**src/mfp_pkg.sv**
```systemverilog
// shared constants and types of the motor fault protection block
package mfp_pkg;

	// ======================================================
	// register bus
	localparam int DW = 16;
	localparam int AW = 4;
	localparam logic [AW-1:0] OFS_CTRL = 4'h0;
	localparam logic [AW-1:0] OFS_FAULT_ENABLE = 4'h1;
	localparam logic [AW-1:0] OFS_FLUX_TIME = 4'h2;
	localparam logic [AW-1:0] OFS_LOCK_TIME = 4'h3;
	localparam logic [AW-1:0] OFS_DEBOUNCE_TIME = 4'h4;
	localparam logic [AW-1:0] OFS_COMP_LEVEL = 4'h5;
	localparam logic [AW-1:0] OFS_TEMP_THRESHOLD = 4'h6;
	localparam logic [AW-1:0] OFS_SPEED_MIN = 4'h7;
	localparam logic [AW-1:0] OFS_SPEED_MAX = 4'h8;
	localparam logic [AW-1:0] OFS_FAULT_CLEAR = 4'h9;
	localparam logic [AW-1:0] OFS_FLAG_WORD = 4'hA;
	localparam logic [AW-1:0] OFS_REPORTED_WORD = 4'hB;
	localparam logic [AW-1:0] OFS_STATUS = 4'hC;

	// ======================================================
	// field positions
	localparam int CTRL_SRC_PIN = 0;
	localparam int CTRL_SRC_COMP = 1;
	localparam int CTRL_LEG_SHUNT = 2;
	localparam int BIT_OVERCURRENT = 0;
	localparam int BIT_FLUX = 4;
	localparam int BIT_OTEMP = 6;
	localparam int BIT_LOCK = 7;
	localparam logic [DW-1:0] UNMASKABLE = 16'h0001;

	// ======================================================
	// reset values and limits
	localparam logic [2:0] CTRL_RST = 3'h3;
	localparam logic [DW-1:0] ENABLE_RST = 16'h00D1;
	localparam logic [DW-1:0] FLUX_TIME_RST = 16'h0320;
	localparam logic [DW-1:0] LOCK_TIME_RST = 16'h0064;
	localparam logic [DW-1:0] DEBOUNCE_RST = 16'h0060;
	localparam logic [DW-1:0] DEBOUNCE_MIN = 16'h0004;
	localparam logic [DW-1:0] DEBOUNCE_MAX = 16'h03C0;
	localparam logic [DW-1:0] COMP_LEVEL_RST = 16'h0000;
	localparam logic [DW-1:0] TEMP_THRESHOLD_RST = 16'h0000;
	localparam logic [DW-1:0] SPEED_MIN_RST = 16'h0000;
	localparam logic [DW-1:0] SPEED_MAX_RST = 16'hFFFF;

	// ======================================================
	// flux supervision
	localparam logic [DW-1:0] FLUX_NOMINAL = 16'h0800;
	localparam logic [DW-1:0] FLUX_LOW = 16'h0200;
	localparam logic [DW-1:0] FLUX_HIGH = 16'h2000;
	localparam logic [3:0] FLUX_SLOTS = 4'h8;
	localparam int FLUX_SLOT_SHIFT = 3;

	// ======================================================
	// timebase
	localparam int TICK_MS = 10;
	localparam int CLK_KHZ = 50000;
	localparam int TICK_CYCLES = TICK_MS * CLK_KHZ;

	typedef enum logic [0:0] {
		ST_RUN = 1'h0,
		ST_FAULT = 1'h1
	} motor_state_type;

	typedef struct packed {
		logic wr;
		logic rd;
		logic [AW-1:0] addr;
		logic [DW-1:0] wdata;
	} bus_req_type;

	typedef struct packed {
		logic [DW-1:0] flux_mag;
		logic [DW-1:0] speed;
		logic torque_sat;
		logic [DW-1:0] temp_sense;
		logic kill_input_pin_n;
		logic [2:0] comp_trip;
	} sense_type;

endpackage

```
**src/motor_fault_protection.sv**
```systemverilog
// fault protection monitor for a permanent magnet motor drive
//
// Design decisions made here: the address map and the strobed register port.
`timescale 1ns/100ps
module motor_fault_protection #(
	parameter int TICK_CYCLES = mfp_pkg::TICK_CYCLES,
	parameter int DW = mfp_pkg::DW
) (
	input wire logic mclk_i,
	input wire logic resetn_i,
	input wire mfp_pkg::bus_req_type bus_req_i,
	output logic [DW-1:0] rd_data_o,
	input wire mfp_pkg::sense_type sense_i,
	output logic pwm_trap_o,
	output logic speed_loop_reset_o,
	output logic motor_fault_o,
	output logic [DW-1:0] comp_trip_level_o
);

	logic [2:0] ctrl_ff;
	logic [DW-1:0] fault_enable_mask_ff;
	logic [DW-1:0] flux_fault_response_time_ff;
	logic [DW-1:0] lock_detect_time_ff;
	logic [DW-1:0] overcurrent_debounce_time_ff;
	logic [DW-1:0] comparator_trip_level_ff;
	logic [DW-1:0] temp_threshold_ff;
	logic [DW-1:0] speed_min_ff;
	logic [DW-1:0] speed_max_ff;
	logic [DW-1:0] fault_flag_word_ff;
	logic [DW-1:0] nxt_fault_flag_word;
	logic [DW-1:0] reported_fault_word;
	logic [DW-1:0] rep_mask;
	logic [DW-1:0] fault_set;
	logic [DW-1:0] rd_data_ff;
	logic [DW-1:0] slot_len;
	logic [DW-1:0] slot_cnt_ff;
	logic [3:0] bad_slots_ff;
	logic slot_bad_ff;
	logic flux_out;
	logic slot_end;
	logic flux_hit;
	logic trap_ff;
	logic speed_reset_ff;
	logic tick;
	logic fault_clear_cmd;
	logic lock_active;
	logic lock_cond;
	logic lock_hit;
	logic comp_any;
	logic filter_in;
	logic oc_hit;
	logic otemp_cond;
	logic [DW-1:0] wr_clamped;
	mfp_pkg::motor_state_type state_ff;

	// ======================================================
	// register writes
	// clear by writing one
	assign fault_clear_cmd = bus_req_i.wr && bus_req_i.addr == mfp_pkg::OFS_FAULT_CLEAR && bus_req_i.wdata[0];

	always_comb
	begin
		wr_clamped = bus_req_i.wdata;
		if (bus_req_i.wdata < mfp_pkg::DEBOUNCE_MIN)
			wr_clamped = mfp_pkg::DEBOUNCE_MIN;
		else if (bus_req_i.wdata > mfp_pkg::DEBOUNCE_MAX)
			wr_clamped = mfp_pkg::DEBOUNCE_MAX;
	end

	always_ff @(posedge mclk_i or negedge resetn_i)
	begin
		if (!resetn_i)
		begin
			ctrl_ff <= mfp_pkg::CTRL_RST;
			fault_enable_mask_ff <= mfp_pkg::ENABLE_RST;
			flux_fault_response_time_ff <= mfp_pkg::FLUX_TIME_RST;
			lock_detect_time_ff <= mfp_pkg::LOCK_TIME_RST;
			overcurrent_debounce_time_ff <= mfp_pkg::DEBOUNCE_RST;
			comparator_trip_level_ff <= mfp_pkg::COMP_LEVEL_RST;
			temp_threshold_ff <= mfp_pkg::TEMP_THRESHOLD_RST;
			speed_min_ff <= mfp_pkg::SPEED_MIN_RST;
			speed_max_ff <= mfp_pkg::SPEED_MAX_RST;
		end
		else if (bus_req_i.wr)
		begin
			case (bus_req_i.addr)
				mfp_pkg::OFS_CTRL: ctrl_ff <= bus_req_i.wdata[2:0];
				mfp_pkg::OFS_FAULT_ENABLE: fault_enable_mask_ff <= bus_req_i.wdata;
				mfp_pkg::OFS_FLUX_TIME: flux_fault_response_time_ff <= bus_req_i.wdata;
				mfp_pkg::OFS_LOCK_TIME: lock_detect_time_ff <= bus_req_i.wdata;
				mfp_pkg::OFS_DEBOUNCE_TIME: overcurrent_debounce_time_ff <= wr_clamped;
				mfp_pkg::OFS_COMP_LEVEL: comparator_trip_level_ff <= bus_req_i.wdata;
				mfp_pkg::OFS_TEMP_THRESHOLD: temp_threshold_ff <= bus_req_i.wdata;
				mfp_pkg::OFS_SPEED_MIN: speed_min_ff <= bus_req_i.wdata;
				mfp_pkg::OFS_SPEED_MAX: speed_max_ff <= bus_req_i.wdata;
				default: ;
			endcase
		end
	end

	assign comp_trip_level_o = comparator_trip_level_ff;

	// ======================================================
	// register reads
	always_ff @(posedge mclk_i or negedge resetn_i)
	begin
		if (!resetn_i)
			rd_data_ff <= '0;
		else if (bus_req_i.rd)
		begin
			case (bus_req_i.addr)
				mfp_pkg::OFS_CTRL: rd_data_ff <= {13'h0000, ctrl_ff};
				mfp_pkg::OFS_FAULT_ENABLE: rd_data_ff <= fault_enable_mask_ff;
				mfp_pkg::OFS_FLUX_TIME: rd_data_ff <= flux_fault_response_time_ff;
				mfp_pkg::OFS_LOCK_TIME: rd_data_ff <= lock_detect_time_ff;
				mfp_pkg::OFS_DEBOUNCE_TIME: rd_data_ff <= overcurrent_debounce_time_ff;
				mfp_pkg::OFS_COMP_LEVEL: rd_data_ff <= comparator_trip_level_ff;
				mfp_pkg::OFS_TEMP_THRESHOLD: rd_data_ff <= temp_threshold_ff;
				mfp_pkg::OFS_SPEED_MIN: rd_data_ff <= speed_min_ff;
				mfp_pkg::OFS_SPEED_MAX: rd_data_ff <= speed_max_ff;
				mfp_pkg::OFS_FLAG_WORD: rd_data_ff <= fault_flag_word_ff;
				mfp_pkg::OFS_REPORTED_WORD: rd_data_ff <= reported_fault_word;
				mfp_pkg::OFS_STATUS: rd_data_ff <= {14'h0000, trap_ff, state_ff == mfp_pkg::ST_FAULT};
				default: rd_data_ff <= '0;
			endcase
		end
		else
			rd_data_ff <= '0;
	end

	assign rd_data_o = rd_data_ff;

	// ======================================================
	// timebase
	// 10 ms tick
	mfp_tick_gen #(
		.PERIOD(TICK_CYCLES)
	) u_tick (
		.mclk_i(mclk_i),
		.resetn_i(resetn_i),
		.tick_o(tick)
	);

	// ======================================================
	// flux supervision
	// window around nominal
	assign flux_out = sense_i.flux_mag < mfp_pkg::FLUX_LOW || sense_i.flux_mag > mfp_pkg::FLUX_HIGH;

	always_comb
	begin
		slot_len = flux_fault_response_time_ff >> mfp_pkg::FLUX_SLOT_SHIFT;
		if (slot_len == '0)
			slot_len = 16'h0001;
	end

	assign slot_end = tick && (slot_cnt_ff + 16'h0001 >= slot_len);

	always_ff @(posedge mclk_i or negedge resetn_i)
	begin
		if (!resetn_i)
			slot_cnt_ff <= '0;
		else if (slot_end)
			slot_cnt_ff <= '0;
		else if (tick)
			slot_cnt_ff <= slot_cnt_ff + 16'h0001;
	end

	always_ff @(posedge mclk_i or negedge resetn_i)
	begin
		if (!resetn_i)
			slot_bad_ff <= 1'h0;
		else if (slot_end)
			slot_bad_ff <= 1'h0;
		else if (flux_out)
			slot_bad_ff <= 1'h1;
	end

	// eight bad slots in a row
	assign flux_hit = slot_end && (slot_bad_ff || flux_out) && (bad_slots_ff == mfp_pkg::FLUX_SLOTS - 4'h1);

	always_ff @(posedge mclk_i or negedge resetn_i)
	begin
		if (!resetn_i)
			bad_slots_ff <= 4'h0;
		else if (slot_end)
		begin
			if (!(slot_bad_ff || flux_out) || flux_hit)
				bad_slots_ff <= 4'h0;
			else
				bad_slots_ff <= bad_slots_ff + 4'h1;
		end
	end

	always_ff @(posedge mclk_i or negedge resetn_i)
	begin
		if (!resetn_i)
			speed_reset_ff <= 1'h0;
		else
			speed_reset_ff <= flux_hit;
	end

	assign speed_loop_reset_o = speed_reset_ff;

	// ======================================================
	// locked rotor
	// active up to a quarter of max speed
	assign lock_active = sense_i.speed >= speed_min_ff && sense_i.speed <= (speed_max_ff >> 2);
	assign lock_cond = lock_active && sense_i.torque_sat;

	mfp_persist #(
		.W(DW)
	) u_lock (
		.mclk_i(mclk_i),
		.resetn_i(resetn_i),
		.cond_i(lock_cond),
		.step_i(tick),
		.limit_i(lock_detect_time_ff),
		.hit_o(lock_hit),
		.count_o()
	);

	// ======================================================
	// overcurrent
	// single shunt one comparator, leg one
	assign comp_any = ctrl_ff[mfp_pkg::CTRL_LEG_SHUNT] ? (|sense_i.comp_trip) : sense_i.comp_trip[0];

	assign filter_in = (ctrl_ff[mfp_pkg::CTRL_SRC_PIN] && !sense_i.kill_input_pin_n)
		|| (ctrl_ff[mfp_pkg::CTRL_SRC_COMP] && comp_any);

	mfp_persist #(
		.W(DW)
	) u_debounce (
		.mclk_i(mclk_i),
		.resetn_i(resetn_i),
		.cond_i(filter_in),
		.step_i(1'b1),
		.limit_i(overcurrent_debounce_time_ff),
		.hit_o(oc_hit),
		.count_o()
	);

	always_ff @(posedge mclk_i or negedge resetn_i)
	begin
		if (!resetn_i)
			trap_ff <= 1'h0;
		else if (oc_hit)
			trap_ff <= 1'h1;
		else if (fault_clear_cmd)
			trap_ff <= 1'h0;
	end

	assign pwm_trap_o = trap_ff || oc_hit;

	// ======================================================
	// over-temperature
	// below shutdown threshold
	assign otemp_cond = sense_i.temp_sense < temp_threshold_ff;

	// ======================================================
	// flags and state
	// bits 0, 4, 6 and 7
	always_comb
	begin
		fault_set = '0;
		fault_set[mfp_pkg::BIT_OVERCURRENT] = oc_hit;
		fault_set[mfp_pkg::BIT_FLUX] = flux_hit;
		fault_set[mfp_pkg::BIT_OTEMP] = otemp_cond;
		fault_set[mfp_pkg::BIT_LOCK] = lock_hit;
	end

	// set wins over clear
	assign nxt_fault_flag_word = (fault_clear_cmd ? '0 : fault_flag_word_ff) | fault_set;

	always_ff @(posedge mclk_i or negedge resetn_i)
	begin
		if (!resetn_i)
			fault_flag_word_ff <= '0;
		else
			fault_flag_word_ff <= nxt_fault_flag_word;
	end

	assign rep_mask = fault_enable_mask_ff | mfp_pkg::UNMASKABLE;
	assign reported_fault_word = fault_flag_word_ff & rep_mask;

	always_ff @(posedge mclk_i or negedge resetn_i)
	begin
		if (!resetn_i)
			state_ff <= mfp_pkg::ST_RUN;
		else
		begin
			case (state_ff)
				mfp_pkg::ST_RUN:
					if (|(nxt_fault_flag_word & rep_mask))
						state_ff <= mfp_pkg::ST_FAULT;
				mfp_pkg::ST_FAULT:
					if (!(|(nxt_fault_flag_word & rep_mask)))
						state_ff <= mfp_pkg::ST_RUN;
				default: state_ff <= mfp_pkg::ST_RUN;
			endcase
		end
	end

	assign motor_fault_o = state_ff == mfp_pkg::ST_FAULT;
endmodule

```
**src/mfp_tick_gen.sv**
```systemverilog
// one-cycle enable pulse every PERIOD clock cycles
`timescale 1ns/100ps
module mfp_tick_gen #(
	parameter int PERIOD = mfp_pkg::TICK_CYCLES
) (
	input wire logic mclk_i,
	input wire logic resetn_i,
	output logic tick_o
);

	logic [31:0] cnt_ff;

	// ======================================================
	// divider
	always_ff @(posedge mclk_i or negedge resetn_i)
	begin
		if (!resetn_i)
		begin
			cnt_ff <= 32'h00000000;
			tick_o <= 1'h0;
		end
		else if (cnt_ff >= 32'(PERIOD - 1))
		begin
			cnt_ff <= 32'h00000000;
			tick_o <= 1'h1;
		end
		else
		begin
			cnt_ff <= cnt_ff + 32'h00000001;
			tick_o <= 1'h0;
		end
	end

endmodule

```
**src/mfp_persist.sv**
```systemverilog
// counts while a condition persists, clears at once when it drops
`timescale 1ns/100ps
module mfp_persist #(
	parameter int W = 16
) (
	input wire logic mclk_i,
	input wire logic resetn_i,
	input wire logic cond_i,
	input wire logic step_i,
	input wire logic [W-1:0] limit_i,
	output logic hit_o,
	output logic [W-1:0] count_o
);

	logic [W-1:0] cnt_ff;

	// ======================================================
	// counter
	// count up, clear
	always_ff @(posedge mclk_i or negedge resetn_i)
	begin
		if (!resetn_i)
			cnt_ff <= '0;
		else if (!cond_i)
			cnt_ff <= '0;
		else if (step_i && cnt_ff != {W{1'h1}})
			cnt_ff <= cnt_ff + 1'h1;
	end

	assign hit_o = cond_i && (cnt_ff >= limit_i);
	assign count_o = cnt_ff;
endmodule

```
**config.mk**
```make
export PLATFORM = sky130hd
export DESIGN_NAME = motor_fault_protection
export DESIGN_NICKNAME = d
export VERILOG_FILES = /design/src/mfp_pkg.sv /design/src/motor_fault_protection.sv /design/src/mfp_tick_gen.sv /design/src/mfp_persist.sv
export SDC_FILE = /design/constraint.sdc
export NUM_CORES = 1
export LEC_CHECK = 0
export BUFFER_PORTS_ARGS = -buffer_cell sky130_fd_sc_hd__buf_4
export CORE_MARGIN = 4
export CORE_UTILIZATION = 61
export DETAILED_ROUTE_END_ITERATION = 7
export PLACE_DENSITY = 0.81
export SLEW_MARGIN = 20
export SYNTH_ARGS = -nofsm -noshare
export SYNTH_HDL_FRONTEND = slang
export SYNTH_SLANG_ARGS = --single-unit
```
**constraint.sdc**
```tcl
create_clock -name mclk_i -period 3.7 [get_ports mclk_i]
set_clock_uncertainty 0.05 [all_clocks]
set_input_delay 0.74 -clock mclk_i [delete_from_list [all_inputs] [get_ports mclk_i]]
set_output_delay 0.74 -clock mclk_i [all_outputs]
set_load 0.1 [all_outputs]
```
==> reports/summary.txt, run 1 <==
STA
-----------------------------------------------------------------------------------------------------------------
Final Cycle Share                                                                                           98.1%
Final setup viols                                                                                               0
Highest clock rate                                                                                        276 MHz
Post-layout min period                                                                                    3.63 ns
Setup TNS Final                                                                                              0 ns
Final number of max-transition violations                                                                       0
Final hold violation count                                                                                      0
Worst Max-Slew Pin Slew                                                                                  0.947 ns
Max-slew headroom                                                                                           36.7%
Setup repair after global routing missed its margin                                                         false

POWER AND IR DROP
-----------------------------------------------------------------------------------------------------------------
Worst voltage drop across the vdd grid                                                                   0.320 mV
Post-layout power                                                                                       0.00870 W
Flop pwr share                                                                                              42.4%
Internal Dissipation                                                                                    0.00576 W
Combinational share of power                                                                                25.2%
Reported net switching power                                                                            0.00294 W
Lkg Pwr                                                                                                   7.24 nW
Net Sw Frac                                                                                                 33.8%
Power per cell area                                                                                    552 nW/µm²
Clock network power share                                                                                   32.3%

LAYOUT
-----------------------------------------------------------------------------------------------------------------
Final core occ                                                                                              72.0%
Antenna diode count                                                                                             0
Area occupied by multi-input gates                                                                       6710 µm²
Sequential cell area in the final layout                                                                 6340 µm²
Final Net Count                                                                                             1,574
Number of inserted filler cells in the final layout                                                         1,561
Max FFs per register                                                                                           32
Share of final-layout standard cells stronger than drive strength 1                                         24.6%
Largest Register                                                                                     u_tick.cnt_ff
Layout-stage area growth over the synthesis result                                                          15.8%
Final Non-Filler Cells                                                                                      1,704

SYNTHESIS
-----------------------------------------------------------------------------------------------------------------
Combinational family with the most area after synthesis                                              compound AO/OA/AOI/OAI gates
Synthesized instance count                                                                                  1,278
Post-synthesis sequential area ratio                                                                        46.6%
Syn avg cell area                                                                                        10.6 µm²
Predominant post-synthesis flop cell                                                                      dfrtp_1
Fraction of synthesized cell area in xor and xnor cells                                                     3.22%
Mux cell area share after synthesis                                                                         9.96%
Simple-gate share of the synthesized area                                                                   13.4%
Top area cells in the synthesized netlist                                                            dfrtp_1 41%, mux2_2 9.5%, ha_1 8.7%
Area share of the largest cell type after synthesis                                                         40.8%
Distinct cell type count after synthesis                                                                       78
Synthesized-area fraction occupied by ao, oa, aoi and oai cells                                             13.5%
Synth async-reset ratio                                                                                      100%
Cell accounting for the most synthesized area                                                             dfrtp_1
Arithmetic-cell share of the synthesized area counting full adders, half adders and majority gates          8.74%
Syn Std Cell Area                                                                                      13,600 µm²
Count of warnings emitted by yosys                                                                              0
Number of synthesized flops with an enable pin                                                                  0
Synth Register Bits                                                                                           252

GRT
-----------------------------------------------------------------------------------------------------------------
Pin count of the biggest net entering global routing                                                           87
Number of antenna violations at the first check in global routing                                               0
Number of global-route vias before repair                                                                  10,849
Global-route wire length before repair                                                                  59,800 µm
Total congestion overflow after global routing                                                                  0
GRT Overall Usage                                                                                           30.8%

PLACED DESIGN
-----------------------------------------------------------------------------------------------------------------
Half-perimeter wire length after placement                                                              27,500 µm
Number of instances in the placed design                                                                    1,652
Number of port buffers                                                                                        111
Routability Congestion                                                                                      0.953

CRITICAL PATH
-----------------------------------------------------------------------------------------------------------------
Kind of capture point of the worst setup path                                                          output pin
Category of cells accounting for the largest share of critical-path delay                            compound AO/OA/AOI/OAI gates
Number of buffers and inverters on the critical path                                                            2
Slowest stage cell, crit path                                                                             dfstp_2
Worst path most repeated cell                                                                             nand2_1
Crit path largest cell delay                                                                              0.55 ns
Worst setup SP type                                                                                          flop
Critical register-to-register path startpoint                                                        slot_cnt_ff[0]
Cell-by-cell listing of the critical path                                                            inv_1 > ha_1 > o21ai_0 > a211o_1 > o31ai_2 > nand2_1 > nand2_1 > buf_4
Critical path class                                                                                       reg2out
Worst path arrival time                                                                                   2.84 ns
Worst setup path start                                                                               overcurrent_debounce_time_ff[5]
Required time reported for the critical path endpoint                                                     2.91 ns
Worst Path Max Fanout                                                                                           3

CLOCK NETWORK
-----------------------------------------------------------------------------------------------------------------
Number of buffers added by the clock tree synthesis step                                                       28
Clock root buffer master                                                                                clkbuf_16
Count of clock tree sinks                                                                                     252
Number of levels the H-tree was split into                                                                      1
CTS tree                                                                                                     done
Clock slew seen by the registers of the worst setup and hold paths                                        0.06 ns
Source-to-sink clock delay at the later pin of the worst-skew pair                                        0.54 ns
Worst-case clock buffer depth                                                                                   3

FLOORPLANNING
-----------------------------------------------------------------------------------------------------------------
Rows                                                                                                           54
Y dimension of the die                                                                                     157 µm
Die W                                                                                                      157 µm
Starting density of the core                                                                                62.1%
Area of the core region                                                                                21,900 µm²
Die outline area                                                                                       24,800 µm²
Ports                                                                                                         112

ROUTING
-----------------------------------------------------------------------------------------------------------------
Met2 WL                                                                                                 17,700 µm
Detailed-route vias per instance                                                                             6.38
Met1 layer wirelength in the final routing                                                              15,100 µm
Vias                                                                                                       10,870
Iteration-0 DRC Markers                                                                                     1,314
Final wirelength                                                                                        38,000 µm
Remaining antenna violation count                                                                               0
Length of routed met3 wiring                                                                              3120 µm
Top Layer Used                                                                                               met4
Routed WL per cell                                                                                        22.3 µm
Count of unresolved DRC violations after routing                                                                5
Number of iterations in the first detailed-routing pass                                                         8

RUN
-----------------------------------------------------------------------------------------------------------------
Count of maximum capacitance violations                                                                         0

OUTCOME
-----------------------------------------------------------------------------------------------------------------
Failing checks                                                                                                DRC
Status                                                                                               finished with violations

WORST HOLD PATH
-----------------------------------------------------------------------------------------------------------------
Worst Hold Class                                                                                         in2async

[path summary, 6_finish.rpt]
kind,end,slack [ns],depth (start not counted)
worst min-delay path,u_lock.count_o[3],0.16,1
worst max register to register,bad_slots_ff[3],0.35,12
max in group asynchronous,speed_max_ff[14],2.59,2
worst max-delay path,pwm_trap_o,0.07,8
min in group mclk_i,u_tick.cnt_ff[0],0.44,1
worst min register to register,u_tick.cnt_ff[0],0.44,1
[synth_stat cells (6+ instances only)]
cell type    n
dfrtp_1    222
nand3_1     35
a21o_1      13
ha_1        95
buf_1        6
xor2_1      19
xnor2_1     31
o211ai_1     7
or3_1        9
o2bb2ai_1    7
nor2b_1      6
and3_1      10
a22o_1      15
inv_1      106
nor3_1      20
a222oi_1    14
a221oi_1    14
a31oi_1     11
nor4_1      18
o21ai_0     31
a211oi_1    10
nand4_1     22
mux2_2     115
a22oi_1     27
buf_2       10
o2111a_1     6
dfstp_2     30
nand2_1     69
clkbuf_1    31
nand2b_1     8
a21oi_1     52
and2_1      15
nor2_1     112
[routing by layer]
metal / vias to the layer above / track usage, %
met4: 0 / 13.2
met2: 563 / 49.9
met5: - / 0
met1: 5300 / 41.1
met3: 143 / 5.28
li1: 4864 / -
[metrics by stage]
stage	area, µm²	hold slack, ns	worst slack (ns)
2_1_floorplan	13600	0.394	0.644
3_3_place_gp	14800	0.424	0.447
3_5_place_dp	14800	0.435	0.407
4_1_cts	15700	0.177	0.0272
5_1_grt	15800	0.206	0.00389
6_report	15800	0.157	0.0713
[layout by cell type (no fill, tap or decap), types with 31 or more instances in the layout]
cell	n
nand2_1	69
inv_1	106
o21ai_0	31
mux2_2	115
xnor2_1	31
nand3_1	35
dfrtp_1	222
ha_1	95
a21oi_1	52
buf_4	128
nor2_1	112
[worst register-to-register path, stage by stage, from the launching register on]
cell and delay, ns:
dfrtp_1 0.45, ha_1 0.29, nand2_1 0.14, or3_1 0.42, nor3_1 0.24, xnor2_1 0.12
ha_1 0.32, nand3_1 0.07, a211oi_1 0.28, a21oi_2 0.20, buf_4 0.19, a221oi_1 0.30
o22ai_1 0.14
[power by group through the flow]
stage / clock [W] / sequential (W) / combinational [W]
2_1_floorplan: 0 / 0.00395 / 0.00115
3_3_place_gp: 0 / 0.00369 / 0.00210
3_5_place_dp: 0 / 0.00371 / 0.00216
4_1_cts: 0.00284 / 0.00367 / 0.00218
5_1_grt: 0.00297 / 0.00373 / 0.00239
6_report: 0.00281 / 0.00369 / 0.00219
[repair_timing]
action,in CTS,in global routing
resized for setup,0,2
hold buffers,0,0
endpoints found under the setup margin,0,1
setup buffers,0,0
[final cells by class]
| type | instances | share of cell area (%) |
|---|---|---|
| Multi-Input combinational cell | 882 | 42.6 |
| Sequential cell | 252 | 40.3 |
| Timing Repair Buffer | 131 | 6.45 |
| Clock buffer | 42 | 5.30 |
| Inverter | 107 | 2.55 |
| Tap cell | 280 | 2.22 |
| Clock inverter | 10 | 0.635 |
[logic make-up after synthesis]
group / Yosys count
other cells: 1
fa+ha+maj: 95
compound gates: 249
simple gates: 355
flops: 252
mux: 120
xor+xnor: 50
buf+inv: 156
(Power assumes the default switching activity.)
==> inputs of run 2 (changes only) <==
--- a/config.mk
+++ b/config.mk
@@ -6,10 +6,12 @@
 export NUM_CORES = 1
 export LEC_CHECK = 0
 export BUFFER_PORTS_ARGS = -buffer_cell sky130_fd_sc_hd__buf_4
+export CELL_PAD_IN_SITES_DETAIL_PLACEMENT = 2
+export CELL_PAD_IN_SITES_GLOBAL_PLACEMENT = 2
 export CORE_MARGIN = 4
-export CORE_UTILIZATION = 61
+export CORE_UTILIZATION = 40
 export DETAILED_ROUTE_END_ITERATION = 7
-export PLACE_DENSITY = 0.81
+export PLACE_DENSITY_LB_ADDON = 0.1
 export SLEW_MARGIN = 20
 export SYNTH_ARGS = -nofsm -noshare
 export SYNTH_HDL_FRONTEND = slang
==> run 2 against run 1 <==
  * The run now ends clean
  * Clock power up 8.5%
  * Power up 4.4%
  * Routed wire length up 26%
  * First-iteration DRC count down 56%
==> reports/summary.txt, run 2 (same netlist as run 1, synthesis figures left out) <==
LAYOUT
----------------------------------------------------------------------------------
Final Net Count                                                              1,585   +0.70%
Largest Register                                                      u_tick.cnt_ff
Antenna diode count                                                              0   unchanged
Max FFs per register                                                            32   unchanged
Share of final-layout standard cells stronger than drive strength 1          25.3%   +0.68 points
Number of inserted filler cells in the final layout                          3,444   +120%
Layout-stage area growth over the synthesis result                           18.6%
Design Area, Final                                                      16,100 µm²   +2.4%
Highest-count cells in the layout ignoring fill and taps              222 x dfrtp_1, 137 x buf_4, 115 x mux2_2, 112 x nor2_1, 106 x inv_1
Commonest non-fill, non-tap cell in the layout                             dfrtp_1

FLOORPLANNING
----------------------------------------------------------------------------------
Die outline area                                                        37,000 µm²   +50%
Starting density of the core                                                 40.6%   -22 points
Ports                                                                          112   unchanged
Area of the core region                                                 33,500 µm²   +53%
Die W                                                                       192 µm   +22%
Y dimension of the die                                                      192 µm   +22%
Rows                                                                            67   +24%

STA
----------------------------------------------------------------------------------
Worst Max-Slew Pin Slew                                                    1.10 ns   +0.149 ns
Highest clock rate                                                         279 MHz   +1.2%
Final setup viols                                                                0   unchanged
Final Cycle Share                                                            96.9%   -1.2 points
Worst-case setup margin in the final layout                               0.114 ns   +0.0428 ns
Final hold violation count                                                       0   unchanged
Max-slew headroom                                                            26.8%   -9.9 points
Setup repair after global routing missed its margin                           true
Post-layout min period                                                     3.59 ns   -0.0428 ns
Minimum hold slack                                                        0.143 ns   -0.0138 ns
Setup TNS Final                                                               0 ns   unchanged
Final number of max-transition violations                                        0   unchanged

GRT
----------------------------------------------------------------------------------
GRT Max-Usage Layer                                                           met2
Global-route wire length before repair                                   74,600 µm   +25%
GRT Overall Usage                                                            26.2%   -4.6 points
Met1 GRT Util                                                                35.5%   -5.6 points
Number of antenna violations at the first check in global routing                0   unchanged
GRT met2 Usage                                                               44.5%   -5.4 points
Total congestion overflow after global routing                                   0   unchanged
Met3 Use GR                                                                  3.38%   -1.9 points
Pin count of the biggest net entering global routing                           101   +16%
Number of global-route vias before repair                                   12,178   +12%

CRITICAL PATH
----------------------------------------------------------------------------------
Critical path class                                                        reg2out
Worst setup path end                                                    pwm_trap_o
Worst setup path start                                                overcurrent_debounce_time_ff[5]
Register-to-Register Path Depth                                                 11   -1
Worst setup SP type                                                           flop
Flop-to-flop setup slack                                                   0.32 ns   -0.03 ns
Worst Path Max Fanout                                                            3   unchanged
Required time reported for the critical path endpoint                      2.91 ns   about the same
Critical register-to-register path startpoint                         slot_cnt_ff[0]
Kind of capture point of the worst setup path                           output pin
Destination of the worst register-to-register timing path             bad_slots_ff[0]
Worst path arrival time                                                    2.80 ns   -0.04 ns

WORST HOLD PATH
----------------------------------------------------------------------------------
Worst Hold Class                                                          in2async

CLOCK NETWORK
----------------------------------------------------------------------------------
Number of resized instances in the post-cts repair step                          1   +1
Number of levels the H-tree was split into                                       1   unchanged
Hold buffer count at CTS                                                         0   unchanged
CTS tree                                                                      done
Setup repair bufs after CTS                                                      0   unchanged
Clock slew seen by the registers of the worst setup and hold paths         0.06 ns   about the same
Count of clock tree sinks                                                      252   unchanged
Worst-case clock buffer depth                                                    3   unchanged
Source-to-sink clock delay at the later pin of the worst-skew pair         0.57 ns   +0.03 ns
Number of buffers added by the clock tree synthesis step                        30   +7.1%
Clock root buffer master                                                 clkbuf_16

PLACED DESIGN
----------------------------------------------------------------------------------
Half-perimeter wire length after placement                               35,600 µm   +30%
Number of port buffers                                                         111   unchanged
Placed cell areas                                                       15,100 µm²   +1.9%
Pre-CTS setup slack                                                       0.279 ns   -0.128 ns
Routability Congestion                                                       0.850   -11%

ROUTING
----------------------------------------------------------------------------------
Iteration-0 DRC Markers                                                        577   -56%
Detailed-route vias per instance                                              5.76   -9.8%
Vias                                                                        10,850   -0.18%
Number of iterations in the first detailed-routing pass                          7   -1
Count of unresolved DRC violations after routing                                 0   -5
Routed WL per cell                                                         25.5 µm   +14%
Final wirelength                                                         48,000 µm   +26%
Remaining antenna violation count                                                0   unchanged

POWER AND IR DROP
----------------------------------------------------------------------------------
Power per cell area                                                     563 nW/µm²   +1.9%
Post-layout power                                                        0.00908 W   +4.4%
Lkg Pwr                                                                    7.31 nW   +1.0%
Worst voltage drop across the vdd grid                                    0.352 mV   +10%

RUN
----------------------------------------------------------------------------------
Count of maximum capacitance violations                                          0   unchanged

OUTCOME
----------------------------------------------------------------------------------
Status                                                                finished clean

==> run 2: stage by stage <==
| step | utilization [%] | instances |
|---|---|---|
| after floorplan | - | 1290 |
| after global placement | 45.0 | 1829 |
| after detailed placement | 45.0 | 1829 |
| after CTS | 48.0 | 1885 |
| after global routing | 48.1 | 1885 |
| final | 48.1 | 1885 |
==> run 2: final cells by class <==
| cell class | instances | area (µm²) | share of cell area (%) |
|---|---|---|---|
| multi-input combinational | 882 | 6730 | 41.7 |
| sequential | 252 | 6340 | 39.3 |
| timing repair buffer | 140 | 1080 | 6.71 |
| clock buffer | 45 | 867 | 5.37 |
| tap | 448 | 561 | 3.47 |
| inverter | 107 | 402 | 2.49 |
| clock inverter | 11 | 148 | 0.915 |
==> run 2: where the power goes <==
group	internal [W]	switching (W)
sequential	0.00322	0.000533
clock	0.00182	0.00123
combinational	0.000856	0.00142
total	0.00591	0.00318
==> run 2: critical path, stage by stage, from the launching register on <==
cell,delay (ns)
dfstp_2,0.54
inv_1,0.05
ha_1,0.21
or4_1,0.52
a221oi_2,0.30
o31ai_4,0.14
nand2_1,0.14
nand2_1,0.09
buf_4,0.24
==> run 2: how the worst min path moves through the flow <==
stage / start / end
final: resetn_i / slot_cnt_ff[10]
after CTS: resetn_i / slot_cnt_ff[10]
after detailed placement: u_tick.cnt_ff[0] / u_tick.cnt_ff[0]
after floorplan: resetn_i / bad_slots_ff[0]
after global routing: resetn_i / slot_cnt_ff[10]
after global placement: u_tick.cnt_ff[0] / u_tick.cnt_ff[0]
==> run 2: per-layer routing <==
metal / wire length, µm / part of all wire (%)
met2: 23400 / 49
met1: 21400 / 44
met5: 0 / 0
met4: 1200 / 2.5
met3: 2020 / 4.2
==> inputs of run 3 (changes only) <==
--- a/config.mk
+++ b/config.mk
@@ -5,7 +5,7 @@
 export SDC_FILE = /design/constraint.sdc
 export NUM_CORES = 1
 export LEC_CHECK = 0
-export BUFFER_PORTS_ARGS = -buffer_cell sky130_fd_sc_hd__buf_4
+export BUFFER_PORTS_ARGS = -buffer_cell sky130_fd_sc_hd__buf_2
 export CELL_PAD_IN_SITES_DETAIL_PLACEMENT = 2
 export CELL_PAD_IN_SITES_GLOBAL_PLACEMENT = 2
 export CORE_MARGIN = 4
==> run 3 against run 2 <==
  * Via count fell by 0.18%
  * Routed wire length fell by 2.3%
  * Register-to-register slack got worse by 0.03 ns
  * Non-clock buffer count rose by 1
  * Cell count rose by 0.21%
  * First-iteration DRC count rose by 16%
  * Sequential power barely moved
  * Combinational power fell by 3%
  * Count of clock-buffer cells in the layout rose by 9
  * Sequential share of layout area rose by 0.63 points
  * Maximum frequency rose by 1.9%
  * Power fell by 1.5%
  * Largest cell class unchanged
  * Largest power group unchanged
==> reports/summary.txt, run 3 (same netlist as run 1, synthesis figures left out) <==
POWER AND IR DROP
----------------------------------------------------------------------------------
Internal Dissipation                                                     0.00581 W   -1.7%
Flop pwr share                                                               41.9%   +0.5 points
Clock network power share                                                    33.2%   -0.4 points
Reported net switching power                                             0.00314 W   -1.2%
Power per cell area                                                     563 nW/µm²   about the same
Lkg Pwr                                                                    7.24 nW   -1.0%
Worst voltage drop across the vdd grid                                    0.360 mV   +2.0%
Net Sw Frac                                                                  35.1%   +0.11 points
Combinational share of power                                                 24.8%   -0.3 points

FLOORPLANNING
----------------------------------------------------------------------------------
Y dimension of the die                                                      192 µm   unchanged
Die W                                                                       192 µm   unchanged
Starting density of the core                                                 40.6%   unchanged
Area of the core region                                                 33,500 µm²   unchanged
Ports                                                                          112   unchanged
Rows                                                                            67   unchanged
Die outline area                                                        37,000 µm²   unchanged

ROUTING
----------------------------------------------------------------------------------
Vias                                                                        10,831   -0.18%
Detailed-route vias per instance                                              5.73   -0.39%
Remaining antenna violation count                                                0   unchanged
Number of iterations in the first detailed-routing pass                          6   -1
Final wirelength                                                         46,900 µm   -2.3%
Routed WL per cell                                                         24.8 µm   -2.5%
Count of unresolved DRC violations after routing                                 0   unchanged
Iteration-0 DRC Markers                                                        668   +16%

CRITICAL PATH
----------------------------------------------------------------------------------
Critical path class                                                        reg2out
Kind of capture point of the worst setup path                           output pin
Worst setup SP type                                                           flop
Crit path largest cell delay                                               0.54 ns   about the same
Required time reported for the critical path endpoint                      2.91 ns   about the same
Slowest stage cell, crit path                                              dfstp_2
Worst path most repeated cell                                              nand2_1
Worst path arrival time                                                    2.73 ns   -0.07 ns
Cell-by-cell listing of the critical path                             inv_1 > ha_1 > or4_1 > a221oi_2 > o31ai_4 > nand2_1 > nand2_1 > buf_4
Worst Path Max Fanout                                                            3   unchanged

WORST HOLD PATH
----------------------------------------------------------------------------------
Worst Hold Class                                                          in2async

STA
----------------------------------------------------------------------------------
Setup TNS Final                                                               0 ns   unchanged
Final hold violation count                                                       0   unchanged
Highest clock rate                                                         284 MHz   +1.9%
Setup repair after global routing missed its margin                          false
Final setup viols                                                                0   unchanged
Final Cycle Share                                                            95.1%   -1.8 points
Max-slew headroom                                                            46.2%   +19 points
Minimum hold slack                                                        0.113 ns   -0.0301 ns
Final number of max-transition violations                                        0   unchanged
Worst Max-Slew Pin Slew                                                   0.805 ns   -0.291 ns
Post-layout min period                                                     3.52 ns   -0.0662 ns

LAYOUT
----------------------------------------------------------------------------------
Largest Register                                                      u_tick.cnt_ff
Max FFs per register                                                            32   unchanged
Commonest non-fill, non-tap cell in the layout                             dfrtp_1
Highest-count cells in the layout ignoring fill and taps              222 x dfrtp_1, 115 x mux2_2, 112 x nor2_1, 109 x buf_2, 106 x inv_1
Sequential cell area in the final layout                                  6340 µm²   unchanged
Final Net Count                                                              1,588   +0.19%
Share of final-layout standard cells stronger than drive strength 1          25.3%   +0.069 points
Design Area, Final                                                      15,900 µm²   -1.6%
Layout-stage area growth over the synthesis result                           16.8%
Area occupied by multi-input gates                                        6750 µm²   +0.24%
Number of inserted filler cells in the final layout                          3,476   +0.93%
Antenna diode count                                                              0   unchanged

PLACED DESIGN
----------------------------------------------------------------------------------
Placed cell areas                                                       14,800 µm²   -1.8%
Half-perimeter wire length after placement                               35,000 µm   -1.6%
Routability Congestion                                                       0.867   +1.9%
Number of port buffers                                                         111   unchanged

GRT
----------------------------------------------------------------------------------
Number of global-route vias before repair                                   11,842   -2.8%
Total congestion overflow after global routing                                   0   unchanged
GRT Overall Usage                                                            25.3%   -0.84 points
Global-route wire length before repair                                   71,900 µm   -3.6%
Pin count of the biggest net entering global routing                            80   -21%
Number of antenna violations at the first check in global routing                1   +1

CLOCK NETWORK
----------------------------------------------------------------------------------
Number of buffers added by the clock tree synthesis step                        31   +3.3%
Count of clock tree sinks                                                      252   unchanged
Source-to-sink clock delay at the later pin of the worst-skew pair         0.57 ns   about the same
Setup repair bufs after CTS                                                      0   unchanged
Clock slew seen by the registers of the worst setup and hold paths         0.06 ns   about the same
Number of levels the H-tree was split into                                       1   unchanged
Hold buffer count at CTS                                                         0   unchanged
CTS tree                                                                      done
Clock root buffer master                                                 clkbuf_16
Worst-case clock buffer depth                                                    3   unchanged

OUTCOME
----------------------------------------------------------------------------------
Status                                                                finished clean

RUN
----------------------------------------------------------------------------------
Count of maximum capacitance violations                                          0   unchanged

==> run 3: cell type report <==
type / count / share of cell area [%]
Multi-Input combinational cell: 883 / 42.5
Sequential cell: 252 / 39.9
Clock buffer: 54 / 6.18
Timing Repair Buffer: 141 / 5.15
Tap cell: 448 / 3.53
Inverter: 107 / 2.53
Clock inverter: 4 / 0.165
==> run 3: power groups by stage <==
stage	Clock, W	Sequential (W)	Combinational (W)
after floorplan	0	0.00395	0.00115
after global placement	0	0.00376	0.00209
after detailed placement	0	0.00379	0.00219
after CTS	0.00303	0.00374	0.00222
after global routing	0.00315	0.00380	0.00247
final	0.00297	0.00375	0.00222
==> run 3: worst max-delay path: cells and delay by family (launching register included) <==
family                     cells  cell delay, ns
AOI/OAI and AO/OA              2            0.41
adders and majority gates      1            0.20
DFF                            1            0.54
and+or+nand+nor                3            0.73
buffers and inverters          2            0.28
==> run 3: worst paths after layout <==
kind	startpoint	endpoint	slack, ns	cells after the start
worst max register to register	slot_cnt_ff[0]	bad_slots_ff[1]	0.29	11
worst min register to register	overcurrent_debounce_time_ff[6]	overcurrent_debounce_time_ff[6]	0.45	2
worst max-delay path	overcurrent_debounce_time_ff[5]	pwm_trap_o	0.18	8
min in group mclk_i	overcurrent_debounce_time_ff[6]	overcurrent_debounce_time_ff[6]	0.45	2
max in group asynchronous	resetn_i	lock_detect_time_ff[2]	2.50	2
worst min-delay path	resetn_i	slot_cnt_ff[13]	0.11	1
==> run 3: layer usage <==
| metal | GRT usage [%] | part of all wire, % |
|---|---|---|
| met5 | 0 | 0 |
| met4 | 7.76 | 3.3 |
| met3 | 4.87 | 5.6 |
| met2 | 42.6 | 48 |
| met1 | 33.2 | 43 |
==> run 3: repair_timing <==
action / CTS / global route
hold endpoints to repair: 0 / 0
gates resized for setup: 2 / 7
endpoints found under the setup margin: 1 / 11
gates cloned: 0 / 1
==> run 3: metrics by stage <==
| stage | cells | power (W) | util [%] | worst slack [ns] |
|---|---|---|---|---|
| detailed placement | 1830 | 0.00598 | 44.2 | 0.207 |
| CTS | 1888 | 0.00899 | 47.2 | 0.0941 |
| floorplan | 1290 | 0.00510 | - | 0.644 |
| global route | 1889 | 0.00942 | 47.4 | 0.0414 |
| finish | 1889 | 0.00895 | 47.4 | 0.180 |
| global placement | 1830 | 0.00585 | 44.2 | 0.337 |
